[src/core/asc_pkg.sv]
// async serial channel: shared constants, types and decode functions
// What this block does
// [RULE1] one wait/ready pin, role chosen by control bits 5, 6 and 7
// [RULE2] software writes mode_parameters before the other control registers
// [RULE3] transmitter sends nothing until transmit enable is set
// [RULE4] with auto enables, a loaded character waits for clear-to-send low
// [RULE5] transmit line idles high when no character is pending
// [RULE6] send break holds transmit line low until the bit is cleared
// [RULE7] each character gets start bit, chosen parity and chosen stop bits; at x1 the code sends 1 stop bit when 1.5 is chosen
// [RULE8] one bit per 1/16/32/64 transmit clocks, changing on falling edge
// [RULE9] external/status interrupt on a lasting change of cd, cts or sync
// [RULE10] receive needs receive enable, and carrier low under auto enables
// [RULE11] start bit valid after half a bit low, then mid-bit sampling
// [RULE12] divide-by-one mode samples on rising receive clock edge
// [RULE13] short characters: data low, parity kept, ones above
// [RULE14] three-deep receive queue, error flags stored with each character
// [RULE15] parity error bit 4 latched until error reset command
// [RULE16] framing error bit 6 per character, plus half bit of delay
// [RULE17] fourth character overwrites newest entry, latches overrun bit 5
// [RULE18] framing error or overrun gives special receive vector
// [RULE19] receive_control: length 7-6, auto enables 5, enable 0
// [RULE20] mode_parameters: clock divisor in bits 7-6, bits 5-4 zero
// [RULE21] mode_parameters: stop bits 3-2, parity sense 1, parity enable 0
// [RULE22] transmit_control: dtr 7, length 6-5, break 4, enable 3, rts 1
// [RULE23] character available set while queued, clears when queue empty
// [RULE24] transmit buffer empty bit is one while the buffer holds nothing
package asc_pkg;
  localparam int ADDR_W = 6;
  localparam logic [5:0] OFF_DATA = 6'h00;
  localparam logic [5:0] OFF_STAT = 6'h04;
  localparam logic [5:0] OFF_ERR = 6'h08;
  localparam logic [5:0] OFF_CMD = 6'h0C;
  localparam logic [5:0] OFF_ITC = 6'h10;
  localparam logic [5:0] OFF_VEC = 6'h14;
  localparam logic [5:0] OFF_RXC = 6'h18;
  localparam logic [5:0] OFF_MODE = 6'h1C;
  localparam logic [5:0] OFF_TXC = 6'h20;
  localparam logic [7:0] CFG_RST = 8'h00;
  localparam logic [7:0] RXC_MASK = 8'hE1;
  localparam logic [7:0] MODE_MASK = 8'hCF;
  // bit positions
  localparam int RXC_EN = 0;
  localparam int RXC_AUTO = 5;
  localparam int TXC_RTS = 1;
  localparam int TXC_EN = 3;
  localparam int TXC_BRK = 4;
  localparam int TXC_DTR = 7;
  localparam int MODE_PEN = 0;
  localparam int MODE_EVEN = 1;
  localparam int ITC_EXT = 0;
  localparam int ITC_TXI = 1;
  localparam int ITC_SAV = 2;
  localparam int ITC_WRX = 5;
  localparam int ITC_WFN = 6;
  localparam int ITC_WEN = 7;
  localparam int CMD_ERST = 0;
  localparam int CMD_XRST = 1;
  localparam logic [1:0] STOP_1H = 2'h2;
  localparam logic [1:0] STOP_2 = 2'h3;
  localparam logic [2:0] VEC_TX = 3'h4;
  localparam logic [2:0] VEC_EXT = 3'h5;
  localparam logic [2:0] VEC_RX = 3'h6;
  localparam logic [2:0] VEC_SPC = 3'h7;
  localparam int RXQ_DEPTH = 3;
  localparam logic [1:0] RXQ_FULL = 2'h3;
  // synchronised pin indices
  localparam int PINS = 6;
  localparam int P_SYNC = 0;
  localparam int P_CD = 1;
  localparam int P_CTS = 2;
  localparam int P_RXD = 3;
  localparam int P_TXC = 4;
  localparam int P_RXC = 5;
  localparam logic [5:0] EXT_MASK = 6'h07;

  typedef enum logic [1:0] {TX_IDLE, TX_BITS, TX_STOP} asc_tx_e;
  typedef enum logic [1:0] {RX_IDLE, RX_START, RX_DATA, RX_HOLD} asc_rx_e;

  typedef struct packed {
    logic frm;
    logic ovr;
    logic par;
    logic [7:0] data;
  } asc_entry_s;

  typedef struct packed {
    logic [5:0][2:0] sy;
    logic [5:0] pin;
    logic wr;
    logic [7:0] rdata;
    logic [7:0] itc, vec, rx_bit_clock, mode, tx_bit_clock;
    asc_tx_e tst;
    logic [7:0] tbuf;
    logic tfull, txe_pend, txbit, txd, rts_n, dtr_n;
    logic [10:0] tsh;
    logic [3:0] tbits;
    logic [7:0] ttick;
    asc_rx_e rst;
    logic [7:0] rsh;
    logic [3:0] ridx;
    logic [7:0] rtick;
    logic rpar, par_l, ovr_l, ext_pend, irq, wrdy_n;
  } asc_chan_s;

  // character length field: 00 five, 10 six, 01 seven, 11 eight
  function automatic logic [3:0] len_of(input logic [1:0] f);
    case (f)
      2'h0: len_of = 4'h5;
      2'h2: len_of = 4'h6;
      2'h1: len_of = 4'h7;
      default: len_of = 4'h8;
    endcase
  endfunction

  // clock divisor field: 00 x1, 01 x16, 10 x32, 11 x64
  function automatic logic [7:0] div_of(input logic [1:0] f);
    case (f)
      2'h0: div_of = 8'h01;
      2'h1: div_of = 8'h10;
      2'h2: div_of = 8'h20;
      default: div_of = 8'h40;
    endcase
  endfunction
endpackage

[src/core/asc_channel.sv]
// asynchronous serial channel with avalon register slave
//
// Local design decisions: register access over Avalon-MM and the placing of the registers.
`timescale 1ns/10ps
module asc_channel (
  input wire logic i_clk,
  input wire logic i_rst_n,
  input wire logic [5:0] i_address,
  input wire logic i_read,
  input wire logic i_write,
  input wire logic [31:0] i_writedata,
  output logic [31:0] o_readdata,
  output logic o_waitrequest,
  input wire logic i_tx_bit_clock,
  input wire logic i_rx_bit_clock,
  input wire logic i_rxd,
  input wire logic i_cts_n,
  input wire logic i_carrier_detect_in_n,
  input wire logic i_sync_n,
  output logic o_txd,
  output logic o_rts_n,
  output logic o_dtr_n,
  output logic o_wait_ready_n,
  output logic o_int
);
  asc_pkg::asc_chan_s q, d;
  asc_pkg::asc_entry_s head, ent;
  logic [1:0] qcnt;
  logic rx_push, rx_pop, err_rst;
  logic [5:0] pins;

  assign pins = {i_rx_bit_clock, i_tx_bit_clock, i_rxd,
                 i_cts_n, i_carrier_detect_in_n, i_sync_n};

  // queue keeps data and flags side by side
  asc_rx_queue u_rxq (
    .i_clk(i_clk),
    .i_rst_n(i_rst_n),
    .i_push(rx_push),
    .i_entry(ent),
    .i_pop(rx_pop),
    .o_head(head),
    .o_count(qcnt)
  );

  // next-state logic for the whole channel
  always_comb begin
    logic [7:0] div, half, stop_t, msk, rdv, vecv;
    logic [3:0] tlen, rlen, nbits;
    logic pen, tick_t, tick_r, rxd, rxa, rxi, spc, ext_chg;
    logic [10:0] fr;
    div = asc_pkg::div_of(q.mode[7:6]); // [RULE20]
    half = div >> 1;
    tlen = asc_pkg::len_of(q.tx_bit_clock[6:5]); // [RULE22]
    rlen = asc_pkg::len_of(q.rx_bit_clock[7:6]); // [RULE19]
    pen = q.mode[asc_pkg::MODE_PEN]; // [RULE21]
    nbits = rlen + {3'h0, pen};
    msk = ~(8'hFF << tlen);
    fr = '1;
    rdv = 8'h00;
    vecv = q.vec;
    d = q;
    rx_push = 1'b0;
    rx_pop = 1'b0;
    err_rst = 1'b0;
    ent = '0;

    // three-stage pin filter: a level counts once stages two and three agree
    for (int i = 0; i < asc_pkg::PINS; i++) begin
      d.sy[i] = {q.sy[i][1:0], pins[i]};
      if (q.sy[i][1] == q.sy[i][2]) begin
        d.pin[i] = q.sy[i][2];
      end
    end
    tick_t = q.pin[asc_pkg::P_TXC] & ~d.pin[asc_pkg::P_TXC]; // [RULE8]
    tick_r = ~q.pin[asc_pkg::P_RXC] & d.pin[asc_pkg::P_RXC]; // [RULE12]
    rxd = d.pin[asc_pkg::P_RXD];
    ext_chg = |((d.pin ^ q.pin) & asc_pkg::EXT_MASK);

    // stop time in bit-clock ticks; x1 has no half bit so 1.5 rounds to 1
    case (q.mode[3:2])
      asc_pkg::STOP_1H: stop_t = div + half; // [RULE21]
      asc_pkg::STOP_2: stop_t = div << 1;
      default: stop_t = div;
    endcase

    // status seen by software and by the interrupt logic
    rxa = qcnt != 2'h0; // [RULE23]
    rxi = rxa && q.itc[4:3] != 2'h0;
    spc = rxi && (head.frm || head.ovr);
    if (q.itc[asc_pkg::ITC_SAV]) begin
      if (spc) begin
        vecv[3:1] = asc_pkg::VEC_SPC; // [RULE18]
      end else if (rxi) begin
        vecv[3:1] = asc_pkg::VEC_RX;
      end else if (q.txe_pend) begin
        vecv[3:1] = asc_pkg::VEC_TX;
      end else if (q.ext_pend) begin
        vecv[3:1] = asc_pkg::VEC_EXT;
      end
    end

    // transmitter: frame built once at load, shifted on falling edges
    case (q.tst)
      asc_pkg::TX_IDLE: begin
        if (q.tfull && q.tx_bit_clock[asc_pkg::TXC_EN] && // [RULE3]
            (!q.rx_bit_clock[asc_pkg::RXC_AUTO] ||
             !d.pin[asc_pkg::P_CTS])) begin // [RULE4]
          fr[0] = 1'b0; // [RULE7]
          for (int i = 0; i < 8; i++) begin
            if (4'(i) < tlen) begin
              fr[i+1] = q.tbuf[i];
            end
          end
          if (pen) begin
            fr[tlen+4'h1] = ^(q.tbuf & msk) ^ ~q.mode[asc_pkg::MODE_EVEN];
          end
          d.tsh = fr;
          d.tbits = tlen + 4'h1 + {3'h0, pen};
          d.tfull = 1'b0;
          d.txe_pend = q.txe_pend | q.itc[asc_pkg::ITC_TXI];
          d.ttick = 8'h00;
          d.tst = asc_pkg::TX_BITS;
        end
      end
      asc_pkg::TX_BITS: begin
        if (tick_t) begin
          if (q.ttick == 8'h00) begin
            d.txbit = q.tsh[0];
          end
          if (q.ttick == div - 8'h01) begin // [RULE8]
            d.ttick = 8'h00;
            d.tsh = q.tsh >> 1;
            d.tbits = q.tbits - 4'h1;
            if (q.tbits == 4'h1) begin
              d.tst = asc_pkg::TX_STOP;
            end
          end else begin
            d.ttick = q.ttick + 8'h01;
          end
        end
      end
      asc_pkg::TX_STOP: begin
        if (tick_t) begin
          if (q.ttick == 8'h00) begin
            d.txbit = 1'b1;
          end
          if (q.ttick >= stop_t - 8'h01) begin // [RULE7]
            d.ttick = 8'h00;
            d.tst = asc_pkg::TX_IDLE;
          end else begin
            d.ttick = q.ttick + 8'h01;
          end
        end
      end
      default: d.tst = asc_pkg::TX_IDLE;
    endcase
    // break overrides everything; idle line marks high
    if (q.tx_bit_clock[asc_pkg::TXC_BRK]) begin
      d.txd = 1'b0; // [RULE6]
    end else if (q.tst == asc_pkg::TX_IDLE) begin
      d.txd = 1'b1; // [RULE5]
    end else begin
      d.txd = q.txbit;
    end
    d.rts_n = ~q.tx_bit_clock[asc_pkg::TXC_RTS];
    d.dtr_n = ~q.tx_bit_clock[asc_pkg::TXC_DTR];

    // read mux; write-only registers read as zero
    case (i_address)
      asc_pkg::OFF_DATA: rdv = head.data;
      asc_pkg::OFF_STAT: rdv = {2'h0, ~q.pin[asc_pkg::P_CTS],
                                ~q.pin[asc_pkg::P_SYNC],
                                ~q.pin[asc_pkg::P_CD],
                                ~q.tfull, q.irq, rxa}; // [RULE24]
      asc_pkg::OFF_ERR: rdv = {1'b0, head.frm & rxa, q.ovr_l,
                               q.par_l, 3'h0,
                               q.tst == asc_pkg::TX_IDLE}; // [RULE16]
      asc_pkg::OFF_VEC: rdv = vecv;
      default: rdv = 8'h00;
    endcase

    // avalon slave: one wait cycle, then the access completes
    if (!q.wr) begin
      d.wr = 1'b1;
      if (i_write) begin
        case (i_address)
          asc_pkg::OFF_DATA: begin
            d.tbuf = i_writedata[7:0];
            d.tfull = 1'b1;
            d.txe_pend = 1'b0;
          end
          asc_pkg::OFF_CMD: begin
            if (i_writedata[asc_pkg::CMD_ERST]) begin
              err_rst = 1'b1;
              d.par_l = 1'b0;
              d.ovr_l = 1'b0;
            end
            if (i_writedata[asc_pkg::CMD_XRST]) begin
              d.ext_pend = 1'b0;
            end
          end
          asc_pkg::OFF_ITC: d.itc = i_writedata[7:0];
          asc_pkg::OFF_VEC: d.vec = i_writedata[7:0];
          asc_pkg::OFF_RXC: d.rx_bit_clock = i_writedata[7:0] & asc_pkg::RXC_MASK;
          asc_pkg::OFF_MODE: d.mode = i_writedata[7:0] & asc_pkg::MODE_MASK;
          asc_pkg::OFF_TXC: d.tx_bit_clock = i_writedata[7:0];
          default: d.wr = 1'b1;
        endcase
      end else if (i_read && i_address == asc_pkg::OFF_DATA) begin
        rx_pop = rxa;
      end
    end else if (i_read || i_write) begin
      d.wr = 1'b0;
      d.rdata = rdv;
    end

    // receiver: start check, mid-bit sampling, stop check
    if (!q.rx_bit_clock[asc_pkg::RXC_EN]) begin
      d.rst = asc_pkg::RX_IDLE;
    end else begin
      case (q.rst)
        asc_pkg::RX_IDLE: begin
          if (tick_r && !rxd && (!q.rx_bit_clock[asc_pkg::RXC_AUTO] ||
              !d.pin[asc_pkg::P_CD])) begin // [RULE10]
            d.rsh = 8'hFF; // [RULE13]
            d.ridx = 4'h0;
            d.rpar = 1'b0;
            d.rtick = 8'h01;
            d.rst = (div == 8'h01) ? asc_pkg::RX_DATA : asc_pkg::RX_START;
            if (div == 8'h01) begin
              d.rtick = 8'h00; // [RULE12]
            end
          end
        end
        asc_pkg::RX_START: begin
          // a spike shorter than half a bit is dropped
          if (tick_r) begin
            if (rxd) begin
              d.rst = asc_pkg::RX_IDLE;
            end else if (q.rtick + 8'h01 >= half) begin // [RULE11]
              d.rtick = 8'h00;
              d.rst = asc_pkg::RX_DATA;
            end else begin
              d.rtick = q.rtick + 8'h01;
            end
          end
        end
        asc_pkg::RX_DATA: begin
          if (tick_r) begin
            if (q.rtick == div - 8'h01) begin // [RULE11]
              d.rtick = 8'h00;
              if (q.ridx < nbits) begin
                if (q.ridx < 4'h8) begin
                  d.rsh[q.ridx[2:0]] = rxd; // [RULE13]
                end
                d.rpar = q.rpar ^ rxd;
                d.ridx = q.ridx + 4'h1;
              end else begin
                ent.data = q.rsh;
                ent.par = pen & (q.rpar ^ ~q.mode[asc_pkg::MODE_EVEN]);
                ent.frm = !rxd; // [RULE16]
                rx_push = 1'b1; // [RULE14]
                d.par_l = d.par_l | ent.par; // [RULE15]
                d.rst = rxd ? asc_pkg::RX_IDLE : asc_pkg::RX_HOLD;
              end
            end else begin
              d.rtick = q.rtick + 8'h01;
            end
          end
        end
        asc_pkg::RX_HOLD: begin
          // extra half bit so a low stop bit is not a new start
          if (tick_r) begin
            if (q.rtick + 8'h01 >= half) begin // [RULE16]
              d.rst = asc_pkg::RX_IDLE;
            end else begin
              d.rtick = q.rtick + 8'h01;
            end
          end
        end
        default: d.rst = asc_pkg::RX_IDLE;
      endcase
    end
    if (rx_push && qcnt == asc_pkg::RXQ_FULL && !rx_pop) begin
      d.ovr_l = 1'b1; // [RULE17]
    end
    // sets come after the clears above so a same-cycle event wins
    if (q.itc[asc_pkg::ITC_EXT] && ext_chg) begin
      d.ext_pend = 1'b1; // [RULE9]
    end
    d.irq = spc | rxi | q.txe_pend | q.ext_pend; // [RULE18]

    // wait/ready pin: ready drives low when able, wait drives low when not
    if (!q.itc[asc_pkg::ITC_WEN]) begin
      d.wrdy_n = 1'b1;
    end else if (q.itc[asc_pkg::ITC_WRX]) begin
      d.wrdy_n = q.itc[asc_pkg::ITC_WFN] ? !rxa : rxa; // [RULE1]
    end else begin
      d.wrdy_n = q.itc[asc_pkg::ITC_WFN] ? q.tfull : !q.tfull; // [RULE1]
    end
  end

  // single state register; control fields clear to zero
  always_ff @(posedge i_clk) begin
    if (!i_rst_n) begin
      q <= '0;
      q.wr <= 1'b1;
      q.txd <= 1'b1;
      q.txbit <= 1'b1;
      q.rts_n <= 1'b1;
      q.dtr_n <= 1'b1;
      q.wrdy_n <= 1'b1;
      q.pin <= '1;
      q.sy <= '1;
      q.itc <= asc_pkg::CFG_RST;
      q.rx_bit_clock <= asc_pkg::CFG_RST;
      q.mode <= asc_pkg::CFG_RST;
      q.tx_bit_clock <= asc_pkg::CFG_RST;
    end else begin
      q <= d;
    end
  end

  assign o_readdata = {24'h000000, q.rdata};
  assign o_waitrequest = q.wr;
  assign o_txd = q.txd;
  assign o_rts_n = q.rts_n;
  assign o_dtr_n = q.dtr_n;
  assign o_wait_ready_n = q.wrdy_n;
  assign o_int = q.irq;
endmodule

[src/core/asc_rx_queue.sv]
// three-entry receive queue with flags and a registered head output
`timescale 1ns/10ps
module asc_rx_queue (
  input wire logic i_clk,
  input wire logic i_rst_n,
  input wire logic i_push,
  input asc_pkg::asc_entry_s i_entry,
  input wire logic i_pop,
  output asc_pkg::asc_entry_s o_head,
  output logic [1:0] o_count
);
  typedef struct packed {
    asc_pkg::asc_entry_s [asc_pkg::RXQ_DEPTH-1:0] mem;
    logic [1:0] count;
    asc_pkg::asc_entry_s head;
  } asc_q_s;

  asc_q_s q, d;

  // pop shifts toward slot 0; a push into a full queue replaces the newest
  always_comb begin
    asc_pkg::asc_entry_s [asc_pkg::RXQ_DEPTH-1:0] m;
    logic [1:0] n;
    m = q.mem;
    n = q.count;
    d = q;
    if (i_pop && n != 2'h0) begin
      for (int i = 0; i < asc_pkg::RXQ_DEPTH - 1; i++) begin
        m[i] = m[i+1];
      end
      n = n - 2'h1;
    end
    if (i_push) begin
      if (n == asc_pkg::RXQ_FULL) begin
        m[asc_pkg::RXQ_DEPTH-1] = i_entry; // [RULE17]
        m[asc_pkg::RXQ_DEPTH-1].ovr = 1'b1;
      end else begin
        m[n] = i_entry; // [RULE14]
        n = n + 2'h1;
      end
    end
    d.mem = m;
    d.count = n;
    d.head = m[0];
  end

  always_ff @(posedge i_clk) begin
    if (!i_rst_n) begin
      q <= '0;
    end else begin
      q <= d;
    end
  end

  assign o_head = q.head;
  assign o_count = q.count;
endmodule

[config.mk]
export PLATFORM = sky130hd
export DESIGN_NAME = asc_channel
export DESIGN_NICKNAME = d
export VERILOG_FILES = /design/src/core/asc_pkg.sv /design/src/core/asc_channel.sv /design/src/core/asc_rx_queue.sv
export SDC_FILE = /design/constraint.sdc
export NUM_CORES = 1
export LEC_CHECK = 0
export ABC_AREA = 1
export ABC_CLOCK_PERIOD_IN_PS = 3400
export BUFFER_PORTS_ARGS = -buffer_cell sky130_fd_sc_hd__buf_4
export CAP_MARGIN = 20
export CORE_ASPECT_RATIO = 1.1
export CORE_UTILIZATION = 55
export DETAILED_ROUTE_END_ITERATION = 8
export PLACE_DENSITY = 0.75
export SLEW_MARGIN = 40
export SYNTH_ARGS = -nofsm -noshare
export SYNTH_HDL_FRONTEND = slang
export SYNTH_HIERARCHICAL = 1
export SYNTH_SLANG_ARGS = --single-unit
[constraint.sdc]
create_clock -name i_clk -period 3.4 [get_ports i_clk]
set_input_delay 0.51 -clock i_clk [delete_from_list [all_inputs] [get_ports i_clk]]
set_output_delay 0.51 -clock i_clk [all_outputs]
set_load 0.05 [all_outputs]
==> run_summary.xml, run 1 <==
<?xml version="1.0" encoding="UTF-8"?>
<metrics>
  <group name="status">
    <metric name="outcome" unit="">finished clean</metric>
  </group>
  <group name="worst_setup_path">
    <metric name="rr_worst_depth" unit="">15</metric>
    <metric name="regToRegEndpoint" unit="">u_rxq/o_head[7]$_SDFF_PN0_</metric>
    <metric name="startpoint_of_the_worst_register_to_register_path" unit="">q[90]$_SDFFE_PN0P_</metric>
    <metric name="start_kind" unit="">register</metric>
    <metric name="worst-path-max-fanout" unit="">20</metric>
    <metric name="worst_ep_arrival_time" unit="ns">3.45</metric>
    <metric name="setup.worst_path.end_class" unit="">register</metric>
    <metric name="cp.required" unit="ns">3.77</metric>
    <metric name="ff2ff_setup_slack" unit="ns">0.32</metric>
    <metric name="setup.worst_path.class" unit="">register to register</metric>
  </group>
  <group name="floorplanning">
    <metric name="initial_standard_cell_utilization_of_the_core" unit="%">56.6</metric>
    <metric name="die_span_in_y" unit="µm">141</metric>
    <metric name="floorplan.io_pins" unit="">86</metric>
    <metric name="die_width" unit="µm">129</metric>
    <metric name="area_of_the_die" unit="µm²">18200</metric>
    <metric name="std_cell_rows" unit="">50</metric>
    <metric name="placeableCoreArea" unit="µm²">17100</metric>
  </group>
  <group name="place">
    <metric name="dpl.hpwl" unit="µm">15400</metric>
    <metric name="number_of_input_and_output_port_buffers_inserted" unit="">37</metric>
    <metric name="placed_cells" unit="">1649</metric>
    <metric name="gp_routability_congestion" unit="">0.876</metric>
  </group>
  <group name="clock_network">
    <metric name="cts_tree" unit="">done</metric>
    <metric name="clkTransAtPathRegs" unit="ns">0.07</metric>
    <metric name="cts.path.max_buffers" unit="">2</metric>
    <metric name="worst_skew_pair.late_latency" unit="ns">0.43</metric>
    <metric name="cts.root.buffer_cell" unit="">sky130_fd_sc_hd__clkbuf_16</metric>
    <metric name="cts-buffers-inserted" unit="">17</metric>
    <metric name="cts-hold-fix-buffers" unit="">0</metric>
    <metric name="cts.htree.levels" unit="">4</metric>
    <metric name="num_clock_sinks" unit="">164</metric>
  </group>
  <group name="timing">
    <metric name="finalCritPeriodShare" unit="%">90.6</metric>
    <metric name="max_slew_margin" unit="%">56.6</metric>
    <metric name="timing.final.crit_period" unit="ns">3.08</metric>
    <metric name="final.hold.worst_slack" unit="ns">0.257</metric>
    <metric name="final-setup-viol-count" unit="">0</metric>
    <metric name="clock-skew-final" unit="ns">0.00591</metric>
    <metric name="clock.fmax" unit="GHz">0.325</metric>
    <metric name="final-max-slew-violation-count" unit="">0</metric>
    <metric name="fin_setup_tns" unit="ns">0</metric>
    <metric name="transition_at_the_pin_with_the_smallest_max_transition_slack" unit="ns">0.650</metric>
    <metric name="report.final.hold_viol_count" unit="">0</metric>
    <metric name="rsz0062_at_grt" unit="">no</metric>
  </group>
  <group name="synthesis">
    <metric name="synth_area" unit="µm²">9700</metric>
    <metric name="post_synth_inst_count" unit="">1429</metric>
    <metric name="post_synth.cell_area_avg" unit="µm²">6.79</metric>
    <metric name="synth-warning-count" unit="">6</metric>
  </group>
  <group name="route">
    <metric name="postRouteAntennaNets" unit="">0</metric>
    <metric name="wl_per_cell" unit="µm">13.1</metric>
    <metric name="dr_pass1_iterations" unit="">6</metric>
    <metric name="vias_per_cell" unit="">5.19</metric>
    <metric name="drt_iter0_markers" unit="">791</metric>
    <metric name="routed_wirelength" unit="µm">22000</metric>
    <metric name="route.detailed.drc" unit="">0</metric>
    <metric name="dr_total_vias" unit="">8728</metric>
  </group>
  <group name="power">
    <metric name="leakagePower" unit="nW">4.77</metric>
    <metric name="total_power_divided_by_cell_area" unit="nW/µm²">435</metric>
    <metric name="vdd_drop_max" unit="µV">365</metric>
  </group>
  <group name="global_routing">
    <metric name="antenna_found_initial" unit="">0</metric>
    <metric name="grt_pass1_wl" unit="µm">36900</metric>
    <metric name="overflow" unit="">0</metric>
    <metric name="grt_start_max_net_pins" unit="">73</metric>
    <metric name="grt_usage" unit="%">25.3</metric>
    <metric name="first_global_vias" unit="">7747</metric>
  </group>
  <group name="min_path">
    <metric name="hold_end" unit="">d[132]$_SDFF_PN1_</metric>
    <metric name="worstHoldPathType" unit="">input port to register</metric>
    <metric name="worstHoldPathCells" unit="">2</metric>
    <metric name="hold_path.startpoint" unit="">i_rxd</metric>
  </group>
  <group name="final_layout">
    <metric name="stdcell_count" unit="">1681</metric>
    <metric name="most_common_cell_after_layout_fill_and_taps_aside" unit="">sky130_fd_sc_hd__nand2_1</metric>
    <metric name="finalCoreUtilization" unit="%">60.9</metric>
    <metric name="insertedDiodeCount" unit="">0</metric>
    <metric name="syn2layout_area_growth" unit="%">7.63</metric>
    <metric name="drive_above_1_share" unit="%">10.5</metric>
    <metric name="final_net_count" unit="">1529</metric>
    <metric name="most-common-layout-cells" unit="">sky130_fd_sc_hd__nand2_1, sky130_fd_sc_hd__nor2_1, sky130_fd_sc_hd__dfxtp_1</metric>
  </group>
  <group name="job">
    <metric name="max-cap-violations" unit="">0</metric>
  </group>
</metrics>
-- worst max-delay path by stage --
stage / from / end / slack (ns)
global placement: q[81]$_SDFFE_PN0P_ / q[35]$_SDFFE_PN0P_ / 0.34
global route: q[81]$_SDFFE_PN0P_ / q[66]$_SDFFE_PN0P_ / 0.03
CTS: q[81]$_SDFFE_PN0P_ / q[35]$_SDFFE_PN0P_ / 0.25
detailed placement: q[81]$_SDFFE_PN0P_ / q[35]$_SDFFE_PN0P_ / 0.29
finish: q[90]$_SDFFE_PN0P_ / u_rxq/o_head[7]$_SDFF_PN0_ / 0.32
floorplan: q[81]$_SDFFE_PN0P_ / q[35]$_SDFFE_PN0P_ / 0.67
-- sequential cells by signal (all words and copies together) (netlist names), 2 cells and up --
| register | cells |
|---|---|
| q | 106 |
| u_rxq/o_head | 10 |
| o_readdata | 8 |
| u_rxq/o_count | 2 |
| d | 12 |
| u_rxq/q | 20 |
-- layout make-up --
class | count | area [µm²]
sequential | 164 | 3280
clock inverter | 14 | 144
timing repair buffer | 51 | 383
inverter | 168 | 633
clock buffer | 18 | 429
fill | 1608 | 6700
tap | 234 | 293
multi-input combinational | 1032 | 5280
-- what timing repair did --
item,CTS,global route
gates resized for setup,0,1
setup endpoints to repair,0,6
setup buffers,0,0
-- metal layers --
metal | wire length [µm] | track usage [%] | vias to the layer above
li1 | - | - | 4521
met5 | 0 | 0 | -
met1 | 10200 | 33.9 | 3938
met3 | 1040 | 4.37 | 40
met4 | 439 | 8.54 | 0
met2 | 10300 | 40.9 | 229
-- through the flow --
step           worst slack, ns  area, µm²  power [mW]
2_1_floorplan            0.670       9800        2.58
3_3_place_gp             0.339       9870        2.67
3_5_place_dp             0.290       9870        2.68
4_1_cts                  0.253      10400        4.55
5_1_grt                 0.0316      10400        4.73
6_report                 0.320      10400        4.54
-- critical path, stage by stage (launching register included) --
cell	delay, ns
sky130_fd_sc_hd__dfxtp_1	0.36
sky130_fd_sc_hd__inv_1	0.07
sky130_fd_sc_hd__ha_1	0.18
sky130_fd_sc_hd__fa_1	0.48
sky130_fd_sc_hd__inv_1	0.05
sky130_fd_sc_hd__ha_1	0.26
sky130_fd_sc_hd__a21boi_1	0.15
sky130_fd_sc_hd__o21bai_1	0.11
sky130_fd_sc_hd__nand2_1	0.14
sky130_fd_sc_hd__nand2_1	0.06
sky130_fd_sc_hd__nor2_1	0.32
sky130_fd_sc_hd__buf_4	0.29
sky130_fd_sc_hd__nand3_4	0.23
sky130_fd_sc_hd__nand2_1	0.12
sky130_fd_sc_hd__nand2_1	0.07
sky130_fd_sc_hd__nor2_1	0.12
-- power by group --
group	leakage, nW	switching [mW]	internal [mW]
registers	1.33	0.0411	1.99
clock network	0.279	0.859	1.03
logic	3.16	0.432	0.184
No activity file was read; power rests on OpenSTA's default activity.
==> run 2, diff against run 1 <==
Settings changed: CORE_UTILIZATION 55 to 25, PLACE_DENSITY 0.75 to 0.41.
==> run_summary.xml, run 2 (synthesis results as in run 1) <==
<?xml version="1.0" encoding="UTF-8"?>
<metrics>
  <group name="final_layout">
    <metric name="most_common_cell_after_layout_fill_and_taps_aside" unit="">sky130_fd_sc_hd__nand2_1</metric>
    <metric name="most-common-layout-cells" unit="">sky130_fd_sc_hd__nand2_1, sky130_fd_sc_hd__nor2_1, sky130_fd_sc_hd__dfxtp_1</metric>
    <metric name="syn2layout_area_growth" unit="%">11.5</metric>
    <metric name="drive_above_1_share" unit="%">10.6</metric>
    <metric name="insertedDiodeCount" unit="">0</metric>
    <metric name="final_net_count" unit="">1531</metric>
    <metric name="stdcell_count" unit="">1949</metric>
    <metric name="largest_register_ff_count" unit="">106</metric>
    <metric name="register_containing_the_most_flip_flops_in_the_final_layout" unit="">q</metric>
  </group>
  <group name="worst_setup_path">
    <metric name="worst_ep_arrival_time" unit="ns">3.47</metric>
    <metric name="timing_startpoint_of_the_critical_path" unit="">q[81]$_SDFFE_PN0P_</metric>
    <metric name="startpoint_of_the_worst_register_to_register_path" unit="">q[81]$_SDFFE_PN0P_</metric>
    <metric name="regToRegEndpoint" unit="">q[30]$_SDFFE_PN0P_</metric>
    <metric name="setup.worst_path.end_class" unit="">register</metric>
    <metric name="start_kind" unit="">register</metric>
    <metric name="ff2ff_setup_slack" unit="ns">0.29</metric>
    <metric name="cp.required" unit="ns">3.76</metric>
    <metric name="worst-path-max-fanout" unit="">8</metric>
    <metric name="setup.worst_path.class" unit="">register to register</metric>
    <metric name="rr_worst_depth" unit="">15</metric>
    <metric name="setup.worst_path.end" unit="">q[30]$_SDFFE_PN0P_</metric>
  </group>
  <group name="power">
    <metric name="design_power_total" unit="mW">4.67</metric>
    <metric name="vdd_drop_max" unit="µV">312</metric>
    <metric name="total_power_divided_by_cell_area" unit="nW/µm²">431</metric>
    <metric name="leakagePower" unit="nW">4.78</metric>
  </group>
  <group name="timing">
    <metric name="transition_at_the_pin_with_the_smallest_max_transition_slack" unit="ns">0.639</metric>
    <metric name="report.final.hold_viol_count" unit="">0</metric>
    <metric name="final-setup-viol-count" unit="">0</metric>
    <metric name="rsz0062_at_grt" unit="">yes</metric>
    <metric name="fin_setup_tns" unit="ns">0</metric>
    <metric name="finalCritPeriodShare" unit="%">91.6</metric>
    <metric name="timing.final.crit_period" unit="ns">3.11</metric>
    <metric name="final-max-slew-violation-count" unit="">0</metric>
    <metric name="clock.fmax" unit="GHz">0.321</metric>
    <metric name="max_slew_margin" unit="%">57.0</metric>
    <metric name="clock-skew-final" unit="ns">0.0152</metric>
  </group>
  <group name="global_routing">
    <metric name="grt_usage" unit="%">13.7</metric>
    <metric name="antenna_found_initial" unit="">0</metric>
    <metric name="grt_pass1_wl" unit="µm">43100</metric>
    <metric name="grt_start_max_net_pins" unit="">51</metric>
    <metric name="overflow" unit="">0</metric>
    <metric name="first_global_vias" unit="">8141</metric>
  </group>
  <group name="route">
    <metric name="vias_per_cell" unit="">4.40</metric>
    <metric name="drt_iter0_markers" unit="">404</metric>
    <metric name="route.detailed.drc" unit="">0</metric>
    <metric name="dr_total_vias" unit="">8579</metric>
    <metric name="postRouteAntennaNets" unit="">0</metric>
    <metric name="wl_per_cell" unit="µm">13.6</metric>
    <metric name="routed_wirelength" unit="µm">26600</metric>
    <metric name="dr_pass1_iterations" unit="">5</metric>
  </group>
  <group name="clock_network">
    <metric name="cts_tree" unit="">done</metric>
    <metric name="cts.htree.levels" unit="">4</metric>
    <metric name="cts.root.buffer_cell" unit="">sky130_fd_sc_hd__clkbuf_16</metric>
    <metric name="cts-hold-fix-buffers" unit="">0</metric>
    <metric name="worst_skew_pair.late_latency" unit="ns">0.44</metric>
    <metric name="clkTransAtPathRegs" unit="ns">0.07</metric>
    <metric name="num_clock_sinks" unit="">164</metric>
    <metric name="cts-buffers-inserted" unit="">17</metric>
    <metric name="cts.path.max_buffers" unit="">2</metric>
  </group>
  <group name="place">
    <metric name="placed_cells" unit="">1917</metric>
    <metric name="number_of_input_and_output_port_buffers_inserted" unit="">37</metric>
    <metric name="gp_routability_congestion" unit="">0.782</metric>
    <metric name="dpl.hpwl" unit="µm">19300</metric>
  </group>
  <group name="floorplanning">
    <metric name="floorplan.io_pins" unit="">86</metric>
    <metric name="initial_standard_cell_utilization_of_the_core" unit="%">25.4</metric>
    <metric name="placeableCoreArea" unit="µm²">38200</metric>
    <metric name="std_cell_rows" unit="">75</metric>
    <metric name="area_of_the_die" unit="µm²">39600</metric>
    <metric name="die_span_in_y" unit="µm">209</metric>
    <metric name="die_width" unit="µm">190</metric>
  </group>
  <group name="status">
    <metric name="outcome" unit="">finished clean</metric>
  </group>
  <group name="job">
    <metric name="max-cap-violations" unit="">0</metric>
  </group>
  <group name="min_path">
    <metric name="worstHoldPathType" unit="">input port to register</metric>
  </group>
</metrics>
==> run 2: cell type report <==
class / instances / area [µm²]
flip-flops and latches: 164 / 3280
clock buffers: 22 / 464
multi-input cells: 1032 / 5290
repair buffers: 53 / 398
well taps: 500 / 626
clock inverters: 10 / 124
fillers: 4235 / 27400
inverters: 168 / 636
==> run 2: report_power, final <==
part	total (mW)	leakage (nW)	switching, mW	internal (mW)
combinational	0.646	3.18	0.459	0.186
clock	1.99	0.281	0.863	1.13
sequential	2.03	1.33	0.0383	1.99
total	4.67	4.78	1.36	3.31
==> run 2: worst min-delay path by stage <==
| stage | cells past startpoint | end | slack [ns] | startpoint |
|---|---|---|---|---|
| finish | 2 | d[123]$_SDFF_PN1_ | 0.25 | i_sync_n |
| global route | 2 | d[123]$_SDFF_PN1_ | 0.23 | i_sync_n |
| CTS | 2 | d[123]$_SDFF_PN1_ | 0.23 | i_sync_n |
| detailed placement | 1 | o_rts_n$_SDFF_PN1_ | 0.38 | q[68]$_SDFFE_PN0P_ |
| global placement | 1 | o_rts_n$_SDFF_PN1_ | 0.37 | q[68]$_SDFFE_PN0P_ |
| floorplan | 1 | o_dtr_n$_SDFF_PN1_ | 0.35 | q[74]$_SDFFE_PN0P_ |
==> run 2: metrics by stage <==
| step | instance area, µm² | util [%] | setup WS, ns | hold WS [ns] |
|---|---|---|---|---|
| global placement | 10200 | 26.8 | 0.243 | 0.368 |
| finish | 10800 | 28.3 | 0.286 | 0.254 |
| global route | 10800 | 28.3 | -0.0125 | 0.233 |
| floorplan | 9800 | - | 0.670 | 0.355 |
| CTS | 10800 | 28.3 | 0.199 | 0.230 |
| detailed placement | 10200 | 26.8 | 0.194 | 0.376 |
==> run 2: layer usage <==
metal	global-route usage [%]	routed length, µm
met5	0	0
met4	3.48	337
met3	2.28	681
met2	23.1	12500
met1	18.0	13100
==> run 2: repair_timing <==
action,CTS,global route
setup endpoints to repair,0,8
resized for setup,0,3
buffers inserted,0,0
==> run 2: critical path, stage by stage, from the launching register on <==
cell and delay (ns):
sky130_fd_sc_hd__dfxtp_1 0.36, sky130_fd_sc_hd__inv_1 0.10, sky130_fd_sc_hd__ha_1 0.27, sky130_fd_sc_hd__ha_1 0.31, sky130_fd_sc_hd__a21oi_1 0.12, sky130_fd_sc_hd__o221ai_1 0.17
sky130_fd_sc_hd__nor2_1 0.18, sky130_fd_sc_hd__nand2_1 0.08, sky130_fd_sc_hd__xor2_1 0.15, sky130_fd_sc_hd__ha_1 0.29, sky130_fd_sc_hd__a21oi_1 0.14, sky130_fd_sc_hd__o21a_1 0.14
sky130_fd_sc_hd__nand4_1 0.23, sky130_fd_sc_hd__nand2_4 0.22, sky130_fd_sc_hd__nand4_1 0.10, sky130_fd_sc_hd__a21oi_1 0.18
==> run 3, diff against run 2 <==
==> constraint.sdc (replaced) <==
create_clock -name i_clk -period 3.4 [get_ports i_clk]
set_input_delay 1.02 -clock i_clk [delete_from_list [all_inputs] [get_ports i_clk]]
set_output_delay 1.02 -clock i_clk [all_outputs]
set_load 0.05 [all_outputs]
==> run_summary.xml, run 3 (synthesis results as in run 1) <==
<?xml version="1.0" encoding="UTF-8"?>
<metrics>
  <group name="status">
    <metric name="outcome" unit="">finished clean</metric>
  </group>
  <group name="floorplanning">
    <metric name="die_span_in_y" unit="µm">209</metric>
    <metric name="placeableCoreArea" unit="µm²">38200</metric>
    <metric name="die_width" unit="µm">190</metric>
    <metric name="floorplan.io_pins" unit="">86</metric>
    <metric name="std_cell_rows" unit="">75</metric>
    <metric name="initial_standard_cell_utilization_of_the_core" unit="%">25.4</metric>
    <metric name="area_of_the_die" unit="µm²">39600</metric>
  </group>
  <group name="global_routing">
    <metric name="global_route.usage.met1" unit="%">17.9</metric>
    <metric name="grt_use_met3" unit="%">1.97</metric>
    <metric name="grt_usage" unit="%">13.6</metric>
    <metric name="grt_start_max_net_pins" unit="">113</metric>
    <metric name="grt_busiest_layer" unit="">met2</metric>
    <metric name="first_global_vias" unit="">8217</metric>
    <metric name="grt_pass1_wl" unit="µm">43200</metric>
    <metric name="global_route.usage.met2" unit="%">22.7</metric>
    <metric name="antenna_found_initial" unit="">0</metric>
    <metric name="overflow" unit="">0</metric>
  </group>
  <group name="job">
    <metric name="max-cap-violations" unit="">0</metric>
  </group>
  <group name="worst_setup_path">
    <metric name="worst_ep_arrival_time" unit="ns">3.44</metric>
    <metric name="cp.required" unit="ns">3.75</metric>
    <metric name="setup.worst_path.end_class" unit="">register</metric>
    <metric name="start_kind" unit="">register</metric>
    <metric name="worst-path-max-fanout" unit="">8</metric>
    <metric name="rr_worst_depth" unit="">15</metric>
    <metric name="regToRegEndpoint" unit="">q[35]$_SDFFE_PN0P_</metric>
    <metric name="ff2ff_setup_slack" unit="ns">0.32</metric>
    <metric name="startpoint_of_the_worst_register_to_register_path" unit="">q[81]$_SDFFE_PN0P_</metric>
    <metric name="setup.worst_path.class" unit="">register to register</metric>
  </group>
  <group name="timing">
    <metric name="transition_at_the_pin_with_the_smallest_max_transition_slack" unit="ns">0.657</metric>
    <metric name="clock-skew-final" unit="ns">0.0113</metric>
    <metric name="timing.final.crit_period" unit="ns">3.08</metric>
    <metric name="report.final.hold_viol_count" unit="">0</metric>
    <metric name="post_layout_worst_setup_margin" unit="ns">0.320</metric>
    <metric name="final-max-slew-violation-count" unit="">0</metric>
    <metric name="clock.fmax" unit="GHz">0.325</metric>
    <metric name="max_slew_margin" unit="%">56.2</metric>
    <metric name="final.hold.worst_slack" unit="ns">0.387</metric>
    <metric name="fin_setup_tns" unit="ns">0</metric>
    <metric name="final-setup-viol-count" unit="">0</metric>
    <metric name="finalCritPeriodShare" unit="%">90.6</metric>
    <metric name="rsz0062_at_grt" unit="">no</metric>
  </group>
  <group name="final_layout">
    <metric name="most-common-layout-cells" unit="">sky130_fd_sc_hd__nand2_1, sky130_fd_sc_hd__nor2_1, sky130_fd_sc_hd__dfxtp_1</metric>
    <metric name="num-fill-cells" unit="">4229</metric>
    <metric name="final_net_count" unit="">1534</metric>
    <metric name="insertedDiodeCount" unit="">0</metric>
    <metric name="stdcell_count" unit="">1950</metric>
    <metric name="drive_above_1_share" unit="%">10.7</metric>
    <metric name="multiInputGateArea" unit="µm²">5290</metric>
    <metric name="register_area" unit="µm²">3280</metric>
    <metric name="largest_register_ff_count" unit="">106</metric>
    <metric name="register_containing_the_most_flip_flops_in_the_final_layout" unit="">q</metric>
    <metric name="syn2layout_area_growth" unit="%">11.9</metric>
    <metric name="most_common_cell_after_layout_fill_and_taps_aside" unit="">sky130_fd_sc_hd__nand2_1</metric>
  </group>
  <group name="power">
    <metric name="share_seq_of_total_power" unit="%">43.5</metric>
    <metric name="p_sw" unit="mW">1.33</metric>
    <metric name="switching_share" unit="%">28.5</metric>
    <metric name="design_power_total" unit="mW">4.67</metric>
    <metric name="vdd_drop_max" unit="µV">362</metric>
    <metric name="comb_power_share" unit="%">13.8</metric>
    <metric name="leakagePower" unit="nW">4.80</metric>
    <metric name="p_int" unit="mW">3.34</metric>
    <metric name="total_power_divided_by_cell_area" unit="nW/µm²">429</metric>
    <metric name="share_of_total_power_in_the_clock_network" unit="%">42.7</metric>
  </group>
  <group name="place">
    <metric name="dpl.hpwl" unit="µm">19100</metric>
    <metric name="placed_cells" unit="">1920</metric>
    <metric name="pre_cts_ws" unit="ns">0.201</metric>
    <metric name="gp_routability_congestion" unit="">0.818</metric>
    <metric name="number_of_input_and_output_port_buffers_inserted" unit="">37</metric>
  </group>
  <group name="clock_network">
    <metric name="worst_skew_pair.late_latency" unit="ns">0.43</metric>
    <metric name="cts.root.buffer_cell" unit="">sky130_fd_sc_hd__clkbuf_16</metric>
    <metric name="cts_tree" unit="">done</metric>
    <metric name="cts-buffers-inserted" unit="">17</metric>
    <metric name="num_clock_sinks" unit="">164</metric>
    <metric name="cts.path.max_buffers" unit="">2</metric>
    <metric name="cts.htree.levels" unit="">4</metric>
    <metric name="cts-hold-fix-buffers" unit="">0</metric>
    <metric name="clkTransAtPathRegs" unit="ns">0.07</metric>
  </group>
  <group name="route">
    <metric name="postRouteAntennaNets" unit="">0</metric>
    <metric name="dr_total_vias" unit="">8568</metric>
    <metric name="vias_per_cell" unit="">4.39</metric>
    <metric name="wl_per_cell" unit="µm">13.4</metric>
    <metric name="dr_pass1_iterations" unit="">4</metric>
    <metric name="route.detailed.drc" unit="">0</metric>
    <metric name="drt_iter0_markers" unit="">517</metric>
    <metric name="routed_wirelength" unit="µm">26200</metric>
  </group>
  <group name="min_path">
    <metric name="hold_path.startpoint" unit="">q[68]$_SDFFE_PN0P_</metric>
    <metric name="hold_end" unit="">o_rts_n$_SDFF_PN1_</metric>
    <metric name="worstHoldPathCells" unit="">1</metric>
    <metric name="worstHoldPathType" unit="">register to register</metric>
  </group>
</metrics>
## run 3: cell count changes in the layout (fill, tap and decap cells not counted)
cell / delta
sky130_fd_sc_hd__buf_12: +2
sky130_fd_sc_hd__buf_4: +1
sky130_fd_sc_hd__bufinv_16: +1
sky130_fd_sc_hd__clkbuf_1: -1
sky130_fd_sc_hd__clkbuf_8: -2
sky130_fd_sc_hd__clkinv_2: +1
sky130_fd_sc_hd__clkinv_4: -3
sky130_fd_sc_hd__inv_6: +2
## run 3: power groups by stage
stage               registers [mW]  clock network [mW]  logic [mW]
floorplan                     2.07                   0       0.513
global placement              2.07                   0       0.647
detailed placement            2.07                   0       0.646
CTS                           2.03                2.07       0.648
global route                  2.04                2.16       0.736
finish                        2.03                1.99       0.643
## run 3: worst max-delay path, stage by stage, from the launching register on
cell	delay (ns)
sky130_fd_sc_hd__dfxtp_1	0.36
sky130_fd_sc_hd__inv_1	0.10
sky130_fd_sc_hd__ha_1	0.29
sky130_fd_sc_hd__ha_1	0.31
sky130_fd_sc_hd__a21oi_1	0.12
sky130_fd_sc_hd__o221ai_1	0.17
sky130_fd_sc_hd__nor2_1	0.18
sky130_fd_sc_hd__nand2_1	0.08
sky130_fd_sc_hd__xor2_1	0.15
sky130_fd_sc_hd__ha_1	0.29
sky130_fd_sc_hd__a21oi_1	0.13
sky130_fd_sc_hd__o21a_1	0.14
sky130_fd_sc_hd__nand4_1	0.22
sky130_fd_sc_hd__nand2_4	0.20
sky130_fd_sc_hd__nand4_1	0.10
sky130_fd_sc_hd__a21oi_1	0.16
## run 3: repair_timing
action | in CTS | in global routing
setup buffers | 0 | 0
gates resized for setup | 0 | 3
setup endpoints to repair | 0 | 9
hold endpoints to repair | 0 | 0
## run 3: per-layer routing
layer / share of wire, % / wire [µm]
met5: 0 / 0
met4: 1.6 / 429
met3: 2.1 / 551
met2: 47 / 12300
met1: 49 / 12900
## run 3: final cells by class
type	instances	share of cell area (%)
clock buffers	19	3.99
clock inverters	11	1.38
inverters	168	5.85
multi-input cells	1032	48.7
flip-flops and latches	164	30.2
well taps	500	5.76
repair buffers	56	4.10
## run 3: per-stage QoR
step / area [µm²] / util [%]
2_1_floorplan: 9800 / -
3_3_place_gp: 10300 / 26.9
3_5_place_dp: 10300 / 26.9
4_1_cts: 10900 / 28.4
5_1_grt: 10900 / 28.4
6_report: 10900 / 28.4
## run 3: how the worst max path moves through the flow
stage / startpoint / endpoint / slack, ns / depth (start not counted)
finish: q[81]$_SDFFE_PN0P_ / q[35]$_SDFFE_PN0P_ / 0.32 / 15
global route: q[81]$_SDFFE_PN0P_ / q[30]$_SDFFE_PN0P_ / 0.01 / 15
CTS: q[81]$_SDFFE_PN0P_ / q[35]$_SDFFE_PN0P_ / 0.16 / 15
detailed placement: q[81]$_SDFFE_PN0P_ / q[35]$_SDFFE_PN0P_ / 0.20 / 15
global placement: q[81]$_SDFFE_PN0P_ / q[35]$_SDFFE_PN0P_ / 0.20 / 15
floorplan: q[81]$_SDFFE_PN0P_ / q[35]$_SDFFE_PN0P_ / 0.67 / 15
